[src/include/cpm_regs.svh]
// Register map, key values, reset values and field positions of the clock/power controller.
// Assumes byte addresses on a 32-bit Avalon-MM slave port.
`ifndef CPM_REGS_SVH
`define CPM_REGS_SVH

`define CPM_PWR_KEY1_ADDR   32'hFFFF0404
`define CPM_PWR_CTRL_ADDR   32'hFFFF0408
`define CPM_PWR_KEY2_ADDR   32'hFFFF040C
`define CPM_CLK_KEY1_ADDR   32'hFFFF0410
`define CPM_CLK_CTRL_ADDR   32'hFFFF0414
`define CPM_CLK_KEY2_ADDR   32'hFFFF0418

`define CPM_CLK_KEY1_VAL    16'h00AA
`define CPM_CLK_KEY2_VAL    16'h0055
`define CPM_PWR_KEY1_VAL    16'h0001
`define CPM_PWR_KEY2_VAL    16'h00F4

`define CPM_CLK_RESET       8'h21
`define CPM_PWR_RESET       8'h03
`define CPM_CLK_RD_MASK     8'h23
`define CPM_PWR_RD_MASK     8'h77

`define CPM_REFSEL_BIT      5
`define CPM_CLKMODE_MSB     1
`define CPM_CLKMODE_LSB     0
`define CPM_OPMODE_MSB      6
`define CPM_OPMODE_LSB      4
`define CPM_CPUDIV_MSB      2
`define CPM_CPUDIV_LSB      0

`define CPM_PLL_MULT        11'h4FB

`endif

[src/include/cpm_pkg.sv]
// Types shared by the clock/power controller files.
// Assumes cpm_regs.svh supplies all numeric constants.
package cpm_pkg;

	typedef enum logic [2:0] {
		CPM_MODE_NORMAL = 3'h0,
		CPM_MODE_PAUSE  = 3'h1,
		CPM_MODE_NAP    = 3'h2,
		CPM_MODE_SLEEP  = 3'h3,
		CPM_MODE_STOP   = 3'h4
	} cpm_mode_t;

	typedef enum logic [1:0] {
		CPM_CLK_PLL = 2'h1,
		CPM_CLK_EXT = 2'h3
	} cpm_clkmode_t;

	typedef enum logic [2:0] {
		CPM_KS_IDLE   = 3'h1,
		CPM_KS_KEYED  = 3'h2,
		CPM_KS_STAGED = 3'h4
	} cpm_key_state_t;

	typedef struct packed {
		cpm_key_state_t state;
		logic           commit;
	} cpm_seq_t;

	typedef struct packed {
		logic core;
		logic periph;
		logic pll;
		logic xtal;
		logic ext_irq;
	} cpm_domains_t;

endpackage : cpm_pkg

[src/core/cpm_clk_div.sv]
// Core clock enable divider: one tick every 2**div_sel system clocks.
// Assumes sys_clk is the PLL clock and div_sel is stable between ticks.
`timescale 1ns/100ps
`default_nettype none
`include "cpm_regs.svh"

module cpm_clk_div #(
	parameter int DIV_W = 3
) (
	input  wire logic             sys_clk,
	input  wire logic             reset,
	input  wire logic             run,
	input  wire logic [DIV_W-1:0] div_sel,
	output logic                  tick
);
	import cpm_pkg::*;

	localparam int CNT_W = (1 << DIV_W) - 1;

	initial begin
		if (DIV_W < 1 || DIV_W > 4) begin
			$error("cpm_clk_div: DIV_W out of range");
		end
	end

	logic [CNT_W-1:0] cnt_q;
	logic [CNT_W-1:0] cnt_d;
	logic             tick_q;
	logic             tick_d;
	logic [CNT_W-1:0] mask;

	////////////////////////////////////////////////////////////////////////
	always_comb begin
		mask   = CNT_W'((64'h1 << div_sel) - 64'h1);
		cnt_d  = run ? CNT_W'(cnt_q + 1'b1) : '0;
		tick_d = run && ((cnt_q & mask) == mask);
	end

	always_ff @(posedge sys_clk or posedge reset) begin
		if (reset) begin
			cnt_q  <= '0;
			tick_q <= 1'b0;
		end else begin
			cnt_q  <= cnt_d;
			tick_q <= tick_d;
		end
	end

	assign tick = tick_q;
endmodule : cpm_clk_div
`default_nettype wire

[src/core/cpm_ctrl.sv]
// Clock and power-mode controller with key-protected registers on Avalon-MM.
// Assumes one clock (the PLL clock) and inputs synchronous to it.
`timescale 1ns/100ps
`default_nettype none
`include "cpm_regs.svh"

module cpm_ctrl #(
	parameter int DIV_W = 3
) (
	input  wire logic                sys_clk,
	input  wire logic                reset,
	input  wire logic [31:0]         avs_address,
	input  wire logic                avs_read,
	input  wire logic                avs_write,
	input  wire logic [31:0]         avs_writedata,
	input  wire logic [3:0]          avs_byteenable,
	output logic [31:0]              avs_readdata,
	output logic                     avs_waitrequest,
	input  wire logic                pll_locked,
	input  wire logic [3:0]          external_interrupt,
	input  wire logic                general_timer_two,
	output logic                     reference_select,
	output logic [1:0]               clocking_mode,
	output logic [2:0]               operating_mode_field,
	output logic [DIV_W-1:0]         cpu_divider_field,
	output logic [10:0]              pll_multiplier,
	output cpm_pkg::cpm_domains_t    power_domains,
	output logic                     core_clk_en,
	output logic                     pll_lock_irq
);
	import cpm_pkg::*;

	initial begin
		if (DIV_W != 3) begin
			$error("cpm_ctrl: divider field is three bits wide");
		end
	end

	// Steps a key sequence; out-of-order or wrong-key writes abandon it
	function automatic cpm_seq_t seq_step(cpm_key_state_t s, logic k1, logic k1_ok,
			logic rg, logic k2, logic k2_ok);
		cpm_seq_t r;
		r.state  = s;
		r.commit = 1'b0;
		case (s)
			CPM_KS_IDLE: begin
				if (k1 && k1_ok) r.state = CPM_KS_KEYED;
			end
			CPM_KS_KEYED: begin
				if (rg) r.state = CPM_KS_STAGED;
				else if (k1) r.state = k1_ok ? CPM_KS_KEYED : CPM_KS_IDLE;
				else if (k2) r.state = CPM_KS_IDLE;
			end
			CPM_KS_STAGED: begin
				if (k2) begin
					r.state  = CPM_KS_IDLE;
					r.commit = k2_ok;
				end else if (k1) r.state = k1_ok ? CPM_KS_KEYED : CPM_KS_IDLE;
				else if (rg) r.state = CPM_KS_IDLE;
			end
			default: r.state = CPM_KS_IDLE;
		endcase
		return r;
	endfunction : seq_step

	function automatic logic [31:0] be_mask(logic [31:0] d, logic [3:0] be);
		return d & {{8{be[3]}}, {8{be[2]}}, {8{be[1]}}, {8{be[0]}}};
	endfunction : be_mask

	////////////////////////////////////////////////////////////////////////
	// Bus slave: one wait cycle, then answer
	logic        ack_q;
	logic        ack_d;
	logic [31:0] rdata_q;
	logic [31:0] rdata_d;
	logic [31:0] wdata;
	logic        wr_en;
	logic [7:0]  clk_q;
	logic [7:0]  clk_d;
	logic [7:0]  pwr_q;
	logic [7:0]  pwr_d;

	assign avs_waitrequest = (avs_read || avs_write) && !ack_q;
	assign wr_en           = avs_write && !avs_waitrequest;
	assign wdata           = be_mask(avs_writedata, avs_byteenable);

	always_comb begin
		ack_d   = (avs_read || avs_write) && !ack_q;
		rdata_d = rdata_q;
		if (avs_read && !ack_q) begin
			case (avs_address)
				`CPM_CLK_CTRL_ADDR: rdata_d = {24'h000000, clk_q & `CPM_CLK_RD_MASK};
				`CPM_PWR_CTRL_ADDR: rdata_d = {24'h000000, pwr_q & `CPM_PWR_RD_MASK};
				default:            rdata_d = 32'h00000000; // Keys and unmapped read 0
			endcase
		end
	end

	always_ff @(posedge sys_clk or posedge reset) begin
		if (reset) begin
			ack_q   <= 1'b0;
			rdata_q <= 32'h00000000;
		end else begin
			ack_q   <= ack_d;
			rdata_q <= rdata_d;
		end
	end

	assign avs_readdata = rdata_q;

	////////////////////////////////////////////////////////////////////////
	// Key sequences and protected registers
	cpm_key_state_t cks_q;
	cpm_key_state_t pks_q;
	cpm_seq_t       cseq;
	cpm_seq_t       pseq;
	logic [7:0]     cstage_q;
	logic [7:0]     cstage_d;
	logic [7:0]     pstage_q;
	logic [7:0]     pstage_d;
	logic           wake;
	logic           any_ext;
	cpm_mode_t      mode;

	assign mode    = cpm_mode_t'(pwr_q[`CPM_OPMODE_MSB:`CPM_OPMODE_LSB]);
	assign any_ext = |external_interrupt;

	always_comb begin
		cseq = seq_step(cks_q,
			wr_en && avs_address == `CPM_CLK_KEY1_ADDR, wdata[15:0] == `CPM_CLK_KEY1_VAL,
			wr_en && avs_address == `CPM_CLK_CTRL_ADDR,
			wr_en && avs_address == `CPM_CLK_KEY2_ADDR, wdata[15:0] == `CPM_CLK_KEY2_VAL);
		pseq = seq_step(pks_q,
			wr_en && avs_address == `CPM_PWR_KEY1_ADDR, wdata[15:0] == `CPM_PWR_KEY1_VAL,
			wr_en && avs_address == `CPM_PWR_CTRL_ADDR,
			wr_en && avs_address == `CPM_PWR_KEY2_ADDR, wdata[15:0] == `CPM_PWR_KEY2_VAL);
		cstage_d = (cks_q == CPM_KS_KEYED && wr_en && avs_address == `CPM_CLK_CTRL_ADDR)
			? wdata[7:0] : cstage_q;
		pstage_d = (pks_q == CPM_KS_KEYED && wr_en && avs_address == `CPM_PWR_CTRL_ADDR)
			? wdata[7:0] : pstage_q;
		// Stop keeps only external interrupts alive, so the timer cannot wake it
		case (mode)
			CPM_MODE_PAUSE, CPM_MODE_NAP,
			CPM_MODE_SLEEP: wake = any_ext || general_timer_two;
			CPM_MODE_STOP:  wake = any_ext;
			default:        wake = 1'b0;
		endcase
		clk_d = cseq.commit ? (cstage_q & `CPM_CLK_RD_MASK) : clk_q;
		pwr_d = pwr_q;
		// A fresh software commit outranks a wake in the same cycle
		if (pseq.commit) begin
			pwr_d = pstage_q & `CPM_PWR_RD_MASK;
		end else if (wake) begin
			pwr_d[`CPM_OPMODE_MSB:`CPM_OPMODE_LSB] = CPM_MODE_NORMAL;
		end
	end

	always_ff @(posedge sys_clk or posedge reset) begin
		if (reset) begin
			cks_q    <= CPM_KS_IDLE;
			pks_q    <= CPM_KS_IDLE;
			cstage_q <= 8'h00;
			pstage_q <= 8'h00;
			clk_q    <= `CPM_CLK_RESET;
			pwr_q    <= `CPM_PWR_RESET;
		end else begin
			cks_q    <= cseq.state;
			pks_q    <= pseq.state;
			cstage_q <= cstage_d;
			pstage_q <= pstage_d;
			clk_q    <= clk_d;
			pwr_q    <= pwr_d;
		end
	end

	////////////////////////////////////////////////////////////////////////
	// Power domains, lock supervision and core clock
	cpm_domains_t dom_q;
	cpm_domains_t dom_d;
	logic         lock_irq_q;
	logic         lock_irq_d;
	logic         lock_ok;
	logic         div_tick;

	// External clock mode does not depend on the PLL lock
	assign lock_ok = pll_locked || clk_q[`CPM_CLKMODE_MSB:`CPM_CLKMODE_LSB] == CPM_CLK_EXT;

	always_comb begin
		dom_d         = '0;
		dom_d.ext_irq = 1'b1;
		dom_d.xtal    = mode != CPM_MODE_STOP;
		dom_d.pll     = dom_d.xtal && mode != CPM_MODE_SLEEP;
		dom_d.periph  = dom_d.pll && mode != CPM_MODE_NAP;
		dom_d.core    = dom_d.periph && mode != CPM_MODE_PAUSE;
		lock_irq_d    = !lock_ok && dom_d.pll;
	end

	always_ff @(posedge sys_clk or posedge reset) begin
		if (reset) begin
			dom_q      <= '0;
			lock_irq_q <= 1'b0;
		end else begin
			dom_q      <= dom_d;
			lock_irq_q <= lock_irq_d;
		end
	end

	cpm_clk_div #(
		.DIV_W (DIV_W)
	) u_div (
		.sys_clk (sys_clk),
		.reset   (reset),
		.run     (dom_q.core),
		.div_sel (pwr_q[`CPM_CPUDIV_MSB:`CPM_CPUDIV_LSB]),
		.tick    (div_tick)
	);

	// Gated without a register so a lock loss halts the core at once
	assign core_clk_en          = div_tick && lock_ok;
	assign pll_lock_irq         = lock_irq_q;
	assign power_domains        = dom_q;
	assign reference_select     = clk_q[`CPM_REFSEL_BIT];
	assign clocking_mode        = clk_q[`CPM_CLKMODE_MSB:`CPM_CLKMODE_LSB];
	assign operating_mode_field = pwr_q[`CPM_OPMODE_MSB:`CPM_OPMODE_LSB];
	assign cpu_divider_field    = pwr_q[`CPM_CPUDIV_MSB:`CPM_CPUDIV_LSB];
	assign pll_multiplier       = `CPM_PLL_MULT;
endmodule : cpm_ctrl
`default_nettype wire

[config.mk]
export PLATFORM = sky130hd
export DESIGN_NAME = cpm_ctrl
export DESIGN_NICKNAME = d
export VERILOG_FILES = /design/src/include/cpm_pkg.sv /design/src/core/cpm_clk_div.sv /design/src/core/cpm_ctrl.sv
export VERILOG_INCLUDE_DIRS = /design/src /design/src/include
export SDC_FILE = /design/constraint.sdc
export NUM_CORES = 1
export LEC_CHECK = 0
export BUFFER_PORTS_ARGS = -buffer_cell sky130_fd_sc_hd__buf_4
export CAP_MARGIN = 20
export CORE_MARGIN = 4
export CORE_UTILIZATION = 40
export DETAILED_ROUTE_END_ITERATION = 7
export MAX_ROUTING_LAYER = met4
export PLACE_DENSITY_LB_ADDON = 0.12
export SYNTH_ARGS = -nofsm -noshare
export SYNTH_HDL_FRONTEND = slang
export SYNTH_SLANG_ARGS = --single-unit
export TNS_END_PERCENT = 10
[constraint.sdc]
create_clock -name sys_clk -period 2.05 [get_ports sys_clk]
set_input_delay 0.41 -clock sys_clk [delete_from_list [all_inputs] [get_ports sys_clk]]
set_output_delay 0.41 -clock sys_clk [all_outputs]
set_load 0.01 [all_outputs]
# After elaboration in Yosys (flattened, before gate mapping)
# Cells that the tools add are included.
# Widths: inputs -> output; s select.
[classes]
addsub = 2
n_mul = 0
div = 0
n_lt_le_gt_ge = 0
eq_ne = 32
shift = 1
mux = 27
bitwise = 2
reduce_logical = 32
[op_table]
columns = ["cell", "n"]
rows = [
  ["$eq 32x32->1 const B", 6],
  ["$mux 3", 16],
  ["$eq 16x8->1 const B", 2],
  ["$logic_and 1x1->1", 21],
  ["$pmux 3 s3", 2],
  ["$and 16x16->16", 1],
  ["$eq 16x1->1 const B", 1],
  ["$eq 16x7->1 const B", 1],
  ["$ne 4x4->1 const B", 4],
  ["$pmux 7 s2", 1],
  ["$eq 3x2->1 const B", 4],
  ["$eq 3x1->1 const B", 3],
  ["$eq 3x3->1 const B", 3],
  ["$add 7x1->7 const B", 1],
  ["$and 7x7->7", 1],
  ["$eq 7x7->1", 1],
  ["$mux 7", 1],
  ["$shl 1x3->7 const A", 1],
  ["$sub 7x1->7 const B", 1],
  ["$ne 3x2->1 const B", 2],
  ["$reduce_and 3->1", 2],
  ["$mux 1", 4],
  ["$mux 2", 2],
  ["$ne 2x2->1 const B", 2],
  ["9 further kinds", 13],
]
[totals]
regBits = 75
latchBits = 0
mem_bits_rw = 0
romBits = 0
out_inout_bits = 60
word_cells = 113
mem_count = 0

# Longest topological paths before layout
[logic_depth]
depth_word = 9
ltp_mapped = 7
mapped_depth_nobuf = 5

# Cells and area by module
# From an unflattened synthesis, not the netlist that was laid out.
[unflattened]
hier_cells = 263
hier_area_um2 = 2526.2
[by_module_without_submodules]
columns = ["module", "instances", "cells_each", "area_each_um2", "seq_area_each_um2"]
rows = [
  ["cpm_ctrl", 1, 225, 2139.6, 933.4],
  ["cpm_clk_div", 1, 38, 386.6, 200.2],
]

# Worst setup path before layout
# Ideal clock, no wire load.
[synth_timing]
path_type = "input -> register"
startpoint = "input avs_address[9]"
endpoint = "register cks_q[1]"
arrival_ps = 2403
slack_ps = -417
path_stages = 5
n_path_buf = 0
cell_sequence = "or4b_1 -> or4_4 -> or4_4 -> nor4b_4 -> or3_1"
[synth_via]
elab_chain_len = 5
[synth_rtl]
columns = ["item", "line", "text"]
rows = [
  ["start: declaration", "cpm_ctrl.sv:12", "input wire logic [31:0] avs_address,"],
  ["$eq 32x32->1 (no source line)", "-", ""],
  ["$logic_and 1x1->1 (no source line)", "-", ""],
  ["$mux 3, or another cell as far along", "cpm_ctrl.sv:58", "end else if (k1) r.state = k1_ok ? CPM_KS_KEYED : CPM_KS_IDLE;"],
  ["$mux 3, or another cell as far along", "cpm_ctrl.sv:55", "if (k2) begin"],
  ["$pmux 3 s3 or $reduce_and 3->1 (tied branches)", "-", ""],
  ["end signal: assignment", "cpm_ctrl.sv:167", "cks_q <= cseq.state;"],
  ["end: declaration", "cpm_ctrl.sv:113", "cpm_key_state_t cks_q;"],
]
# Several ways; a longest one is shown, not always the timed one.
# A chain may end at the register's enable or synchronous reset.

# Worst setup path after layout
# Ends and elaborated chain as after synthesis.

==> impl_metrics.json <==
{
  "cts_root_buf": "clkbuf_8",
  "hold_violations": 0,
  "syn_area_mm2": 0.00259,
  "overflow": 0,
  "ys_seq_elements": 45,
  "io_buffers": 82,
  "fin_cells": 467,
  "final_area_mm2": 0.00361,
  "critPathLaunchType": "input port",
  "r2r_cells": 5,
  "status": "finished, violations left",
  "viasPerCell": 4.92,
  "rsz0062_at_grt": "yes",
  "die_x_um": 88.5,
  "max-vdd-ir-drop_uv": 291,
  "fmax_mhz": 465,
  "syn_to_final_growth_pct": 39.3,
  "ios": 138,
  "synth-simple-area-share_pct": 28.4,
  "crit_family": "simple AND/OR/NAND/NOR gates",
  "yosysTopAreaCellShare_pct": 37.6,
  "ys_warn_count": 0,
  "crit_top_cell": "or4_4",
  "clock_skew_ns": 0.0103,
  "hold_class": "in2async",
  "critPathMaxStageDelay_ns": 0.54,
  "dp_cells": 459,
  "internal_power_mw": 1.38,
  "synthAdderAreaFrac_pct": 0.483,
  "diodes": 0,
  "crit_buf_inv": 1,
  "drt_wl_total_mm": 6.30,
  "grt_pass1_vias": 2186,
  "max_slew.worst_pin.slew_ns": 0.552,
  "grt_antenna_before_repair": 0,
  "cts_buffers": 5,
  "avgSynthCellArea_um2": 9.67,
  "post-route-period-util_pct": 105,
  "synthTopCellsByArea": "dfrtp_1 38%, buf_4 11%, dfstp_2 6.1%",
  "die_y_um": 88.5,
  "cap_violations": 0,
  "violations": "negative setup slack",
  "r2r_slack_ns": -0.08,
  "synth_top_family_by_area": "simple AND/OR/NAND/NOR gates",
  "reg2reg_to": "cks_q[1]$_DFFE_PP0P_",
  "fin_tns_setup_ns": -0.144,
  "synth_compound_area_share_pct": 9.46,
  "slew_viol_final": 0,
  "power_density_mw_per_mm2": 496,
  "clock_sinks": 45,
  "seqPwrFrac_pct": 49.9,
  "ys.flop_type": "dfrtp_1",
  "drtIter0Drc": 76,
  "power_mw": 1.79,
  "drive_gt1_share_pct": 39.2,
  "coreArea_mm2": 0.00631,
  "die_area_mm2": 0.00783,
  "end_kind": "flop",
  "p_sw_share_pct": 23.1,
  "drc_errors": 0,
  "yosysSeqAreaShare_pct": 43.7,
  "start_util_pct": 41.1,
  "fillers": 603,
  "ctsLongestPathBuffers": 2,
  "grt_pass1_wl_mm": 10.1,
  "crit_chain": "buf_6 > or4b_4 > or4_4 > or4_4 > nor4b_4 > or3_1",
  "p_leak_nw": 1.75,
  "slew_headroom_pct": 63.2,
  "async_flop_share_pct": 100,
  "crit_required_ns": 2.29,
  "gp_congestion": 0.918,
  "reg2reg_from": "ack_q$_DFF_PP0_",
  "drtPass1Iterations": 4,
  "cts.clk_slew.worst_paths_ns": 0.09,
  "vias": 2297,
  "insertion_delay_ns": 0.29,
  "synth-edff-count": 0,
  "grt_use_total_pct": 17.1,
  "wl_per_cell_um": 13.5,
  "synth_top_cell_by_area": "dfrtp_1",
  "setup_ws_ns": -0.101,
  "grt_max_degree": 46,
  "crit_slowest_cell": "or4b_4",
  "synth_xor_area_share_pct": 1.69,
  "tritoncts": "built",
  "fin_nets": 468,
  "syn_inst": 268,
  "synthMuxAreaShare_pct": 3.91,
  "rows": 29,
  "cp_data_arrival_time_ns": 2.39,
  "setup_viol_count_final": 2,
  "postRouteAntennaNets": 0,
  "hpwl_mm": 5.19,
  "placed_area_mm2": 0.00346,
  "comb_power_share_pct": 13.4,
  "switchingPower_mw": 0.413,
  "h-tree-depth": 2,
  "path_max_fanout": 4,
  "crit_type": "in2reg",
  "fin_crit_ns": 2.15,
  "post-place-ws_ns": -0.428,
  "synth.distinct_cells": 50,
  "pwr-share-clk_pct": 36.6
}
-- power groups by stage --
stage / clock network (mW) / registers (mW) / logic [mW]
detailed placement: 0 / 0.911 / 0.236
finish: 0.656 / 0.894 / 0.241
CTS: 0.671 / 0.894 / 0.241
global route: 0.709 / 0.894 / 0.267
global placement: 0 / 0.911 / 0.233
floorplan: 0 / 0.913 / 0.132
-- worst register-to-register path: stages, from the launching register on --
cell and delay, ns:
dfrtp_1 0.36, nand4bb_1 0.17, or4_4 0.58, or4_4 0.59, nor4b_4 0.25, or3_1 0.14
-- state kept, by name, indices dropped and copies added, names as in the netlist --
signal         cells
ack_q              1
avs_readdata       6
cks_q              3
clk_q              3
cstage_q           3
pks_q              3
pll_lock_irq       1
power_domains      5
pstage_q           6
pwr_q              6
u_div.cnt_q        7
u_div.tick         1
-- kinds of logic after synthesis --
kind of cell	Yosys count
other	2
AND/OR/NAND/NOR	122
buffers and inverters	45
XOR/XNOR	5
flip-flops	45
multiplexers	9
AO/OA/AOI/OAI	39
adder cells (fa/ha/maj)	1
-- how the worst max path moves through the flow --
stage / slack (ns) / startpoint / end / cells after the start
2_1_floorplan: -0.28 / avs_address[9] / cks_q[1]$_DFFE_PP0P_ / 5
3_3_place_gp: -0.48 / avs_writedata[5] / clk_q[1]$_DFFE_PP0P_ / 7
3_5_place_dp: -0.43 / avs_writedata[5] / clk_q[1]$_DFFE_PP0P_ / 7
4_1_cts: -0.09 / avs_address[9] / cks_q[1]$_DFFE_PP0P_ / 6
5_1_grt: -0.13 / avs_address[9] / cks_q[1]$_DFFE_PP0P_ / 6
6_report: -0.10 / avs_address[9] / cks_q[1]$_DFFE_PP0P_ / 6
-- routing by layer --
metal	routed length, um	GRT usage [%]	part of all wire (%)	vias up
met5	0	-	0	-
met1	2570	20.4	41	1054
met3	514	2.51	8.2	6
met2	3170	29.4	50	99
met4	55	5.63	0.87	0
li1	-	-	-	1138
-- stage by stage --
stage / utilization [%] / hold WS [ns]
floorplan: - / 0.444
global placement: 54.7 / 0.454
detailed placement: 54.7 / 0.463
CTS: 56.9 / 0.280
global route: 57.2 / 0.310
finish: 57.2 / 0.256
-- cells in the mapped netlist, drive strengths merged (3+ instances only) --
| library cell | count |
|---|---|
| nor4 | 12 |
| a22o | 3 |
| a22oi | 4 |
| dfstp | 6 |
| nand3 | 4 |
| nand4 | 10 |
| buf | 38 |
| and2 | 7 |
| clkbuf | 4 |
| dfrtp | 39 |
| or4 | 6 |
| mux2 | 9 |
| xnor2 | 3 |
| nor4b | 4 |
| inv | 3 |
| a21oi | 8 |
| nor2b | 7 |
| o21ai | 14 |
| or3 | 6 |
| nor3 | 5 |
| nand4b | 3 |
| nand2b | 6 |
| nand2 | 33 |
| nor2 | 10 |
-- final cells by class --
type | instances | area [um2] | share of cell area, %
Multi-Input combinational cell | 214 | 1340 | 37.1
Tap cell | 77 | 96.3 | 2.67
Inverter | 3 | 11.3 | 0.312
Sequential cell | 45 | 1130 | 31.4
Clock buffer | 6 | 72.6 | 2.01
Clock inverter | 2 | 35.0 | 0.970
Timing Repair Buffer | 120 | 921 | 25.5
-- what timing repair did --
action                                 CTS  global route
gates resized for setup                  6             3
setup buffers                            0             0
setup endpoints to repair                5            12
hold buffers                             0             0
endpoints found under the hold margin    0             0
pin swaps                                1             0
-- cell usage in the layout, fill, tap and decap left out, types with 7 or more instances in the layout --
cell,synthesis,final
buf_4,38,117
dfrtp_1,39,39
conb_1,2,38
nand2_1,33,32
nand4_1,10,10
nor2_1,10,10
nor4_1,10,10
mux2_2,8,8
a21oi_1,8,8
o21ai_0,8,8
nor2b_1,7,7
Power figures use the tool's default switching activity.
